[src/rtl/stt_defines.vh]
// constants for the standard timer: offsets, fields, codes
`ifndef STT_DEFINES_VH
`define STT_DEFINES_VH

// apb byte offsets
`define STT_OFS_CTRL0      8'h00
`define STT_OFS_CTRL1      8'h04
`define STT_OFS_CNT_LO     8'h08
`define STT_OFS_CNT_HI     8'h0C
`define STT_OFS_CMPA_LO    8'h10
`define STT_OFS_CMPA_HI    8'h14
`define STT_OFS_CMPP       8'h18
`define STT_OFS_STATUS     8'h1C
`define STT_OFS_CAPTURE    8'h20

// timer_mode_clock_on (ctrl0) fields
`define STT_C0_PAUSE       7
`define STT_C0_CLK_HI      6
`define STT_C0_CLK_LO      4
`define STT_C0_ON          3

// timer_mode_output_control (ctrl1) fields
`define STT_C1_MODE_HI     7
`define STT_C1_MODE_LO     6
`define STT_C1_FUNC_HI     5
`define STT_C1_FUNC_LO     4
`define STT_C1_INIT        3
`define STT_C1_INV         2
`define STT_C1_SWAP        1
`define STT_C1_CLR         0

// status flag positions
`define STT_ST_A           0
`define STT_ST_P           1
`define STT_ST_CAP         2

// operating modes
`define STT_MODE_CMP       2'h0
`define STT_MODE_CAP       2'h1
`define STT_MODE_PWM       2'h2
`define STT_MODE_TMR       2'h3

// output function codes
`define STT_FN_0           2'h0
`define STT_FN_1           2'h1
`define STT_FN_2           2'h2
`define STT_FN_3           2'h3

// clock source codes
`define STT_CK_SYS4        3'h0
`define STT_CK_SYS         3'h1
`define STT_CK_H16         3'h2
`define STT_CK_H64         3'h3
`define STT_CK_SUB0        3'h4
`define STT_CK_SUB1        3'h5
`define STT_CK_EXTR        3'h6
`define STT_CK_EXTF        3'h7

// prescaler terminal counts
`define STT_PRE_W          6
`define STT_PRE_DIV4       2'h3
`define STT_PRE_DIV16      4'hF
`define STT_PRE_DIV64      6'h3F

`endif

[src/rtl/stt_timer.v]
// standard timer with counter, compare a/p, capture and pwm output
//
// Notes on behaviour
// clock field picks counter clock source
// on rise clears counter; off holds it
// on rise resets pin to initial level
// wide version: control0 bits 2..0 read zero
// mode field: compare, capture, pwm, timer
// software stops timer before changing mode
// compare a match: keep, low, high, toggle
// pwm function: inactive, active, pwm, pulse
// capture on rise, fall, both, none
// requested level equal initial shows no change
// pwm function changed only while off
// initial level bit sets starting pin level
// initial level bit selects pwm active level
// invert bit flips pin except timer mode; here capture mode also holds the pin low and undriven
// swap bit exchanges period and duty roles
// clear select: compare a, else p/overflow
// overflow clear only with compare p zero
// clear select ignored outside compare/timer
// counter readable as low/high bytes
// compare a in low/high bytes, reset zero
// pause freezes counter, resume continues
// compare p matches counter top bits
// only compare a changes compare output
// counter steps once per active tick
//
// The implementer's own choices: the APB interface to the registers and the register offsets.
`timescale 1ns/1ps
module stt_timer
#(
    parameter CNT_W  = 16,
    parameter CP_W   = 8,
    parameter ADDR_W = 8
)
(
    // clock and reset
    input  wire              ref_clk_in,
    input  wire              sys_rst_in,
    // apb slave
    input  wire              psel_in,
    input  wire              penable_in,
    input  wire              pwrite_in,
    input  wire [ADDR_W-1:0] paddr_in,
    input  wire [31:0]       pwdata_in,
    output reg  [31:0]       prdata_out,
    output reg               pready_out,
    output reg               pslverr_out,
    // pins
    input  wire              sub_internal_clock_in,
    input  wire              external_count_clock_pin_in,
    input  wire              capture_input_pin_in,
    output reg               timer_output_pin_out,
    output reg               timer_output_en_out
);
`include "stt_defines.vh"

    // short version keeps compare p inside control0
    localparam P_IN_CTRL = (CP_W <= 3);
    localparam LOW_W     = CNT_W - CP_W;

    reg [7:0]       ctrl0_reg;
    reg [7:0]       ctrl1_reg;
    reg [CNT_W-1:0] cnt_reg;
    reg [CNT_W-1:0] cnt_next;
    reg [CNT_W-1:0] cmpa_reg;
    reg [CP_W-1:0]  cmpp_reg;
    reg [CNT_W-1:0] cap_reg;
    reg [2:0]       flag_reg;
    reg [2:0]       flag_next;
    reg             on_q_reg;
    reg             lvl_reg;
    reg             lvl_next;
    reg [2:0]       cap_sync_reg;
    reg [31:0]      rd_next;
    reg             map_next;
    reg             clear_now;

    wire            tick;
    wire [15:0]     cnt_pad;
    wire [15:0]     cmpa_pad;
    wire [CNT_W-1:0] cnt_inc;
    wire [1:0]      mode;
    wire [1:0]      func;
    wire            init_lvl;
    wire            step;
    wire            on_rise;
    wire            a_hit;
    wire            p_hit;
    wire            pwm_active;
    wire            cap_rise;
    wire            cap_fall;
    reg             cap_take;
    wire            wr_en;
    wire [ADDR_W-1:0] addr;

    assign mode     = ctrl1_reg[`STT_C1_MODE_HI:`STT_C1_MODE_LO];
    assign func     = ctrl1_reg[`STT_C1_FUNC_HI:`STT_C1_FUNC_LO];
    assign init_lvl = ctrl1_reg[`STT_C1_INIT];
    assign on_rise  = ctrl0_reg[`STT_C0_ON] & ~on_q_reg;
    assign step     = ctrl0_reg[`STT_C0_ON] & ~ctrl0_reg[`STT_C0_PAUSE]
                      & tick & ~on_rise;
    assign cnt_inc  = cnt_reg + {{(CNT_W-1){1'b0}}, 1'b1};
    assign cnt_pad  = {{(16-CNT_W){1'b0}}, cnt_reg};
    assign cmpa_pad = {{(16-CNT_W){1'b0}}, cmpa_reg};

    // a zero compare a never matches; counter just wraps
    assign a_hit = step & (cmpa_reg != {CNT_W{1'b0}})
                   & (cnt_inc == cmpa_reg);
    // compare p zero matches only when the counter wraps to zero
    assign p_hit = step & (cnt_inc[CNT_W-1:LOW_W] == cmpp_reg)
                   & (cnt_inc[LOW_W-1:0] == {LOW_W{1'b0}});

    // duty held against the present count; duty >= period gives 100%
    assign pwm_active = ctrl1_reg[`STT_C1_SWAP] ?
        ((cmpp_reg == {CP_W{1'b0}}) |
         (cnt_reg < {cmpp_reg, {LOW_W{1'b0}}})) :
        (cnt_reg < cmpa_reg);

    assign cap_rise = cap_sync_reg[1] & ~cap_sync_reg[2];
    assign cap_fall = ~cap_sync_reg[1] & cap_sync_reg[2];

    assign addr  = paddr_in;
    assign wr_en = psel_in & penable_in & pready_out & pwrite_in;

    stt_tick u_tick
    (
        .ref_clk_in                  (ref_clk_in),
        .sys_rst_in                  (sys_rst_in),
        .clock_source_select_in
            (ctrl0_reg[`STT_C0_CLK_HI:`STT_C0_CLK_LO]),
        .sub_internal_clock_in       (sub_internal_clock_in),
        .external_count_clock_pin_in (external_count_clock_pin_in),
        .tick_out                    (tick)
    );

    // counter clear source by mode
    always @*
    begin
        case (mode)
            `STT_MODE_CMP,
            `STT_MODE_TMR: clear_now = ctrl1_reg[`STT_C1_CLR] ?
                                       a_hit : p_hit;
            `STT_MODE_PWM: clear_now = ctrl1_reg[`STT_C1_SWAP] ?
                                       a_hit : p_hit;
            `STT_MODE_CAP: clear_now = p_hit;
            default:       clear_now = 1'b0;
        endcase
    end

    always @*
    begin
        if (on_rise)
            cnt_next = {CNT_W{1'b0}};
        else if (step)
            cnt_next = clear_now ? {CNT_W{1'b0}} : cnt_inc;
        else
            cnt_next = cnt_reg;
    end

    // capture edge choice
    always @*
    begin
        case (func)
            `STT_FN_0: cap_take = cap_rise;
            `STT_FN_1: cap_take = cap_fall;
            `STT_FN_2: cap_take = cap_rise | cap_fall;
            `STT_FN_3: cap_take = 1'b0;
            default:   cap_take = 1'b0;
        endcase
    end

    // internal pin level before inversion
    always @*
    begin
        lvl_next = lvl_reg;
        if (on_rise &&
            (mode == `STT_MODE_CMP || mode == `STT_MODE_PWM))
            lvl_next = init_lvl;
        else if (ctrl0_reg[`STT_C0_ON] && mode == `STT_MODE_CMP)
        begin
            // only compare a moves the pin; matching the current
            // level leaves it where it is
            if (a_hit)
            begin
                case (func)
                    `STT_FN_0: lvl_next = lvl_reg;
                    `STT_FN_1: lvl_next = 1'b0;
                    `STT_FN_2: lvl_next = 1'b1;
                    `STT_FN_3: lvl_next = ~lvl_reg;
                    default:   lvl_next = lvl_reg;
                endcase
            end
        end
        else if (ctrl0_reg[`STT_C0_ON] && mode == `STT_MODE_PWM)
        begin
            case (func)
                `STT_FN_0: lvl_next = ~init_lvl;
                `STT_FN_1: lvl_next = init_lvl;
                `STT_FN_2: lvl_next = pwm_active ? init_lvl : ~init_lvl;
                `STT_FN_3: lvl_next = a_hit ? ~init_lvl : lvl_reg;
                default:   lvl_next = lvl_reg;
            endcase
        end
    end

    // sticky flags: hardware set beats a software clear
    always @*
    begin
        flag_next = flag_reg;
        if (wr_en && addr == `STT_OFS_STATUS)
            flag_next = flag_reg & ~pwdata_in[2:0];
        if (a_hit)
            flag_next[`STT_ST_A] = 1'b1;
        if (p_hit && !(ctrl1_reg[`STT_C1_CLR] &&
            (mode == `STT_MODE_CMP || mode == `STT_MODE_TMR)))
            flag_next[`STT_ST_P] = 1'b1;
        if (cap_take && ctrl0_reg[`STT_C0_ON] && mode == `STT_MODE_CAP)
            flag_next[`STT_ST_CAP] = 1'b1;
    end

    // read mux; data is sampled in the setup cycle
    always @*
    begin
        rd_next  = 32'h0000_0000;
        map_next = 1'b1;
        case (addr)
            `STT_OFS_CTRL0:
            begin
                rd_next[7:3] = ctrl0_reg[7:3];
                if (P_IN_CTRL)
                    rd_next[CP_W-1:0] = cmpp_reg;
                // wide version: low control0 bits read zero
            end
            `STT_OFS_CTRL1:   rd_next[7:0] = ctrl1_reg;
            `STT_OFS_CNT_LO:  rd_next[7:0] = cnt_pad[7:0];
            `STT_OFS_CNT_HI:  rd_next[7:0] = cnt_pad[15:8];
            `STT_OFS_CMPA_LO: rd_next[7:0] = cmpa_pad[7:0];
            `STT_OFS_CMPA_HI: rd_next[7:0] = cmpa_pad[15:8];
            `STT_OFS_CMPP:
            begin
                if (!P_IN_CTRL)
                    rd_next[CP_W-1:0] = cmpp_reg;
            end
            `STT_OFS_STATUS:  rd_next[2:0] = flag_reg;
            `STT_OFS_CAPTURE: rd_next[CNT_W-1:0] = cap_reg;
            default:          map_next = 1'b0;
        endcase
    end

    always @(posedge ref_clk_in)
    begin
        if (sys_rst_in)
        begin
            ctrl0_reg            <= 8'h00;
            ctrl1_reg            <= 8'h00;
            cnt_reg              <= {CNT_W{1'b0}};
            cmpa_reg             <= {CNT_W{1'b0}};
            cmpp_reg             <= {CP_W{1'b0}};
            cap_reg              <= {CNT_W{1'b0}};
            flag_reg             <= 3'h0;
            on_q_reg             <= 1'b0;
            lvl_reg              <= 1'b0;
            cap_sync_reg         <= 3'h0;
            prdata_out           <= 32'h0000_0000;
            pready_out           <= 1'b0;
            pslverr_out          <= 1'b0;
            timer_output_pin_out <= 1'b0;
            timer_output_en_out  <= 1'b0;
        end
        else
        begin
            on_q_reg     <= ctrl0_reg[`STT_C0_ON];
            cnt_reg      <= cnt_next;
            lvl_reg      <= lvl_next;
            flag_reg     <= flag_next;
            cap_sync_reg <= {cap_sync_reg[1:0], capture_input_pin_in};
            if (cap_take && ctrl0_reg[`STT_C0_ON] &&
                mode == `STT_MODE_CAP)
                cap_reg <= cnt_reg;
            // one wait-free access cycle after every setup
            pready_out  <= psel_in & ~penable_in;
            pslverr_out <= psel_in & ~penable_in & ~map_next;
            if (psel_in && !penable_in)
                prdata_out <= rd_next;
            if (wr_en)
            begin
                case (addr)
                    `STT_OFS_CTRL0:
                    begin
                        ctrl0_reg <= {pwdata_in[7:3], 3'h0};
                        if (P_IN_CTRL)
                            cmpp_reg <= pwdata_in[CP_W-1:0];
                    end
                    `STT_OFS_CTRL1:   ctrl1_reg <= pwdata_in[7:0];
                    `STT_OFS_CMPA_LO: cmpa_reg[7:0] <= pwdata_in[7:0];
                    `STT_OFS_CMPA_HI:
                        cmpa_reg[CNT_W-1:8] <= pwdata_in[CNT_W-9:0];
                    `STT_OFS_CMPP:
                    begin
                        if (!P_IN_CTRL)
                            cmpp_reg <= pwdata_in[CP_W-1:0];
                    end
                    default:          ctrl1_reg <= ctrl1_reg;
                endcase
            end
            // timer and capture modes leave the pin undriven
            if (mode == `STT_MODE_CMP || mode == `STT_MODE_PWM)
            begin
                timer_output_pin_out <= lvl_reg ^
                                        ctrl1_reg[`STT_C1_INV];
                timer_output_en_out  <= 1'b1;
            end
            else
            begin
                timer_output_pin_out <= 1'b0;
                timer_output_en_out  <= 1'b0;
            end
        end
    end

endmodule

[src/rtl/stt_tick.v]
// timer clock source selection, prescaler and pin edge detection
`timescale 1ns/1ps
module stt_tick
(
    // clock and reset
    input  wire       ref_clk_in,
    input  wire       sys_rst_in,
    // source select
    input  wire [2:0] clock_source_select_in,
    // asynchronous clock pins
    input  wire       sub_internal_clock_in,
    input  wire       external_count_clock_pin_in,
    // one-cycle count enable
    output reg        tick_out
);
`include "stt_defines.vh"

    reg [`STT_PRE_W-1:0] pre_reg;
    reg [2:0]            sub_sync_reg;
    reg [2:0]            ext_sync_reg;
    reg                  tick_next;

    // sub and external pins are asynchronous: two flops, then a
    // third stage only for the edge compare
    always @(posedge ref_clk_in)
    begin
        if (sys_rst_in)
        begin
            pre_reg      <= {`STT_PRE_W{1'b0}};
            sub_sync_reg <= 3'h0;
            ext_sync_reg <= 3'h0;
            tick_out     <= 1'b0;
        end
        else
        begin
            pre_reg      <= pre_reg + 6'h01;
            sub_sync_reg <= {sub_sync_reg[1:0], sub_internal_clock_in};
            ext_sync_reg <= {ext_sync_reg[1:0],
                             external_count_clock_pin_in};
            tick_out     <= tick_next;
        end
    end

    // high clock is taken as the system clock here
    always @*
    begin
        case (clock_source_select_in)
            `STT_CK_SYS4: tick_next = (pre_reg[1:0] == `STT_PRE_DIV4);
            `STT_CK_SYS:  tick_next = 1'b1;
            `STT_CK_H16:  tick_next = (pre_reg[3:0] == `STT_PRE_DIV16);
            `STT_CK_H64:  tick_next = (pre_reg == `STT_PRE_DIV64);
            `STT_CK_SUB0,
            `STT_CK_SUB1: tick_next = sub_sync_reg[1] & ~sub_sync_reg[2];
            `STT_CK_EXTR: tick_next = ext_sync_reg[1] & ~ext_sync_reg[2];
            `STT_CK_EXTF: tick_next = ~ext_sync_reg[1] & ext_sync_reg[2];
            default:      tick_next = 1'b0;
        endcase
    end

endmodule

[config.mk]
export PLATFORM = sky130hd
export DESIGN_NAME = stt_timer
export DESIGN_NICKNAME = d
export VERILOG_FILES = /design/src/rtl/stt_timer.v /design/src/rtl/stt_tick.v
export VERILOG_INCLUDE_DIRS = /design/src /design/src/rtl
export SDC_FILE = /design/constraint.sdc
export NUM_CORES = 1
export LEC_CHECK = 0
export BUFFER_PORTS_ARGS = -buffer_cell sky130_fd_sc_hd__buf_2
export CAP_MARGIN = 20
export CORE_ASPECT_RATIO = 0.8
export CORE_MARGIN = 2
export CORE_UTILIZATION = 44
export CTS_CLUSTER_DIAMETER = 50
export DETAILED_ROUTE_END_ITERATION = 7
export GPL_ROUTABILITY_DRIVEN = 0
export SYNTH_ARGS = -nofsm -noshare
export SYNTH_HDL_FRONTEND = slang
export SYNTH_HIERARCHICAL = 1
export SYNTH_SLANG_ARGS = --single-unit
[constraint.sdc]
create_clock -name ref_clk_in -period 3.1 [get_ports ref_clk_in]
set_clock_uncertainty 0.1 [all_clocks]
set_input_delay 0.31 -clock ref_clk_in [delete_from_list [all_inputs] [get_ports ref_clk_in]]
set_output_delay 0.31 -clock ref_clk_in [all_outputs]
set_load 0.02 [all_outputs]
==> impl_results.md <==
- Worst-Margin Slew: 0.954 ns
- Post-synthesis async set-or-reset flop share: 0%
- Post-synthesis mux area share: 7.20%
- Initial Util: 44.6%
- Max-cap violations: 0
- #FFs+latches synth: 110
- Core ar.: 14900 um2
- Final worst slack: 0.127 ns
- Die area: 16100 um2
- Period utilization: 95.9%
- Post-Syn Area: 6630 um2
- Final core occ: 50.6%
- Syn-to-layout area delta: 13.6%
- Post-synthesis instance total: 811
- Layout fillers: 1413
- Num rows: 40
- Setup TNS: 0 ns
- GRT Total Usage: 26.1%
- Synth top area share: 33.2%
- Peak supply drop: 251 uV
- Vias per std cell: 5.98
- Ys Warns: 6
- Critical Path Slowest Stage Cell: a2111oi_0
- Port Buffers: 43
- Root Driver: clkbuf_16
- Synth Area in Adders: 6.61%
- Final hold vios: 0
- WL per Instance: 19.9 um
- Post-synth top flop: dfxtp_1
- Max incr delay on CP: 0.62 ns
- Initial DRT Pass Iterations: 5
- Crit path launch type: flop
- CTS Sinks: 110
- Postcts setup bufs: 0
- Status: finished clean
- R2R setup slack: 0.13 ns
- Max Buffers Root-to-Sink: 2
- CTS H-tree depth: 3
- Overflow after GRT: 0
- Max FO, Critical Path: 18
- Initial antenna violation count: 0
- XOR/XNOR Fraction of Synth Area: 4.59%
- Worst hold path type: in -> reg
- Relative slew slack: 36.4%
- Antenna Violating Nets Remaining: 0
- Ranking of synthesized cells by area: dfxtp_1 33%, mux2i_1 6.8%, ha_1 6.6%
- Count leader, synth: dfxtp_1
- CTS tree: built
- Synth Area in Compound Gates: 16.5%
- Vias: 6272
- 1st-iter DRT viols: 643
- Detailed Place HPWL: 15.3 mm
- Yosys top cell by area: dfxtp_1
- Post-synthesis area per instance: 8.17 um2
- WHS: 0.0521 ns
- Critical path class: reg -> reg
- Diodes inserted: 0
- Final Power: 2.88 mW
- I/O Pins: 84
- Main combinational cell family by area after synthesis: simple AND/OR/NAND/NOR gates
- RSZ-0062 raised after global routing: no
- Worst-path cell chain: nand4b_1 -> a2111oi_0 -> o2111ai_1 -> nor4_1 -> buf_4 -> a32o_1 -> buf_12 -> nor3_1 -> a211o_1
- Reg area: 2210 um2
- Dpl ws: -0.00307 ns
- DRT Wirelength: 20.8 mm
- Tmin final: 2.97 ns
- Die Wd: 141 um
- Library cells used by synthesis: 68
- CP required: 3.26 ns
- Post-synth EDFFs: 0
- Skew-Pair Late Insertion Delay: 0.37 ns
- Buf+Inv Stages, Crit Path: 2
- Post-synth top cells: 110 x dfxtp_1, 72 x nor2_1, 69 x a21oi_1
- Post-Synth Simple-Gate Area: 24.0%
- Worst R2R Start: on_q_reg
- Critical path capture point type: flop
- Area of the multi-input gates: 4010 um2
- Number of global-route vias before repair: 5774
- Worst path arrival time: 3.13 ns
- Final setup violation count: 0
- # nets final: 937
- Sequential-to-total area share from yosys stat: 33.2%
- CP startpoint: on_q_reg
- Num CTS Buffers: 9
- Pwr/cell area: 382 nW/um2
- LEAKAGE: 2.97 nW
- Clock Pin Slew Worst Setup and Hold Paths: 0.08 ns
- Largest net degree at the start of global routing: 95
- DRC viols: 0
- Die Height: 114 um
- Slew Viols, Final: 0
- Fmax: 336 MHz
- Delay-heaviest family, CP: compound AO/OA/AOI/OAI gates
- Share of post-route cells with drive strength above 1: 15.0%
- First-pass GRT wire length: 32.3 mm
- Worst Hold Launch: sub_internal_clock_in
-- area by class of cell --
class | count | area share (%)
multi-input combinational | 605 | 53.3
sequential | 110 | 29.3
timing repair buffer | 90 | 7.82
tap | 189 | 3.14
clock buffer | 9 | 2.99
inverter | 38 | 1.90
clock inverter | 7 | 1.53
-- logic make-up after synthesis --
logic type      Yosys count
simple gates            310
compound gates          167
buf+inv                 111
flops                   110
mux                      47
fa+ha+maj                35
xor+xnor                 30
other cells               1
-- final timing paths --
kind                                               end  depth (start not counted)
worst min-delay path            u_tick/sub_sync_reg[0]                          2
worst min register to register          prdata_out[13]                          2
worst max-delay path                       cnt_pad[12]                          9
worst max register to register             cnt_pad[12]                          9
-- where the power goes --
group / switching (mW) / internal, mW / leakage, nW / total, mW
registers: 0.00972 / 1.43 / 0.891 / 1.44
clock network: 0.629 / 0.664 / 0.163 / 1.29
logic: 0.105 / 0.0407 / 1.92 / 0.146
-- worst register-to-register path: cells and delay by family (launching register included) --
| family | cells | cell delay (ns) |
|---|---|---|
| AOI/OAI and AO/OA | 4 | 1.31 |
| and+or+nand+nor | 3 | 0.61 |
| DFF | 1 | 0.51 |
| buffers and inverters | 2 | 0.34 |
-- stage by stage --
step	cell area, um2	std cells
CTS	7470	1047
global placement	7130	1031
global route	7520	1048
finish	7520	1048
floorplan	6680	826
detailed placement	7130	1031
-- per-layer routing --
layer	part of all wire, %	up-vias	GRT usage (%)
met3	9.4	46	4.70
met4	2.0	0	7.47
met1	45	2964	36.9
met2	44	304	41.2
met5	0	-	0
li1	-	2958	-
-- repair_timing --
item / 4_1_cts / 5_1_grt
gates resized for setup: 2 / 12
hold buffers: 0 / 0
pin swaps: 0 / 0
setup endpoints to repair: 1 / 17
-- placed cells by master, fill, tap and decap left out, types with 4 or more instances in the layout --
master	count
ha_1	34
nor4_2	4
nor4_1	11
nor3b_1	4
a21oi_1	69
or3_1	15
o21ai_0	17
dfxtp_1	107
a2111oi_0	4
inv_1	38
nand2_1	67
nor3_1	15
clkinv_8	4
nand3_1	61
a211o_1	5
nor2b_1	14
xor2_1	7
conb_1	16
o211ai_1	5
xnor2_1	19
nand4_1	9
a22oi_1	4
clkbuf_16	9
nand2b_1	9
mux2i_1	45
buf_4	45
nor2_1	71
a21o_1	12
buf_2	43
a222oi_1	5
a31oi_1	8
o21bai_1	5
a221oi_1	6
(Power assumes the default switching activity.)
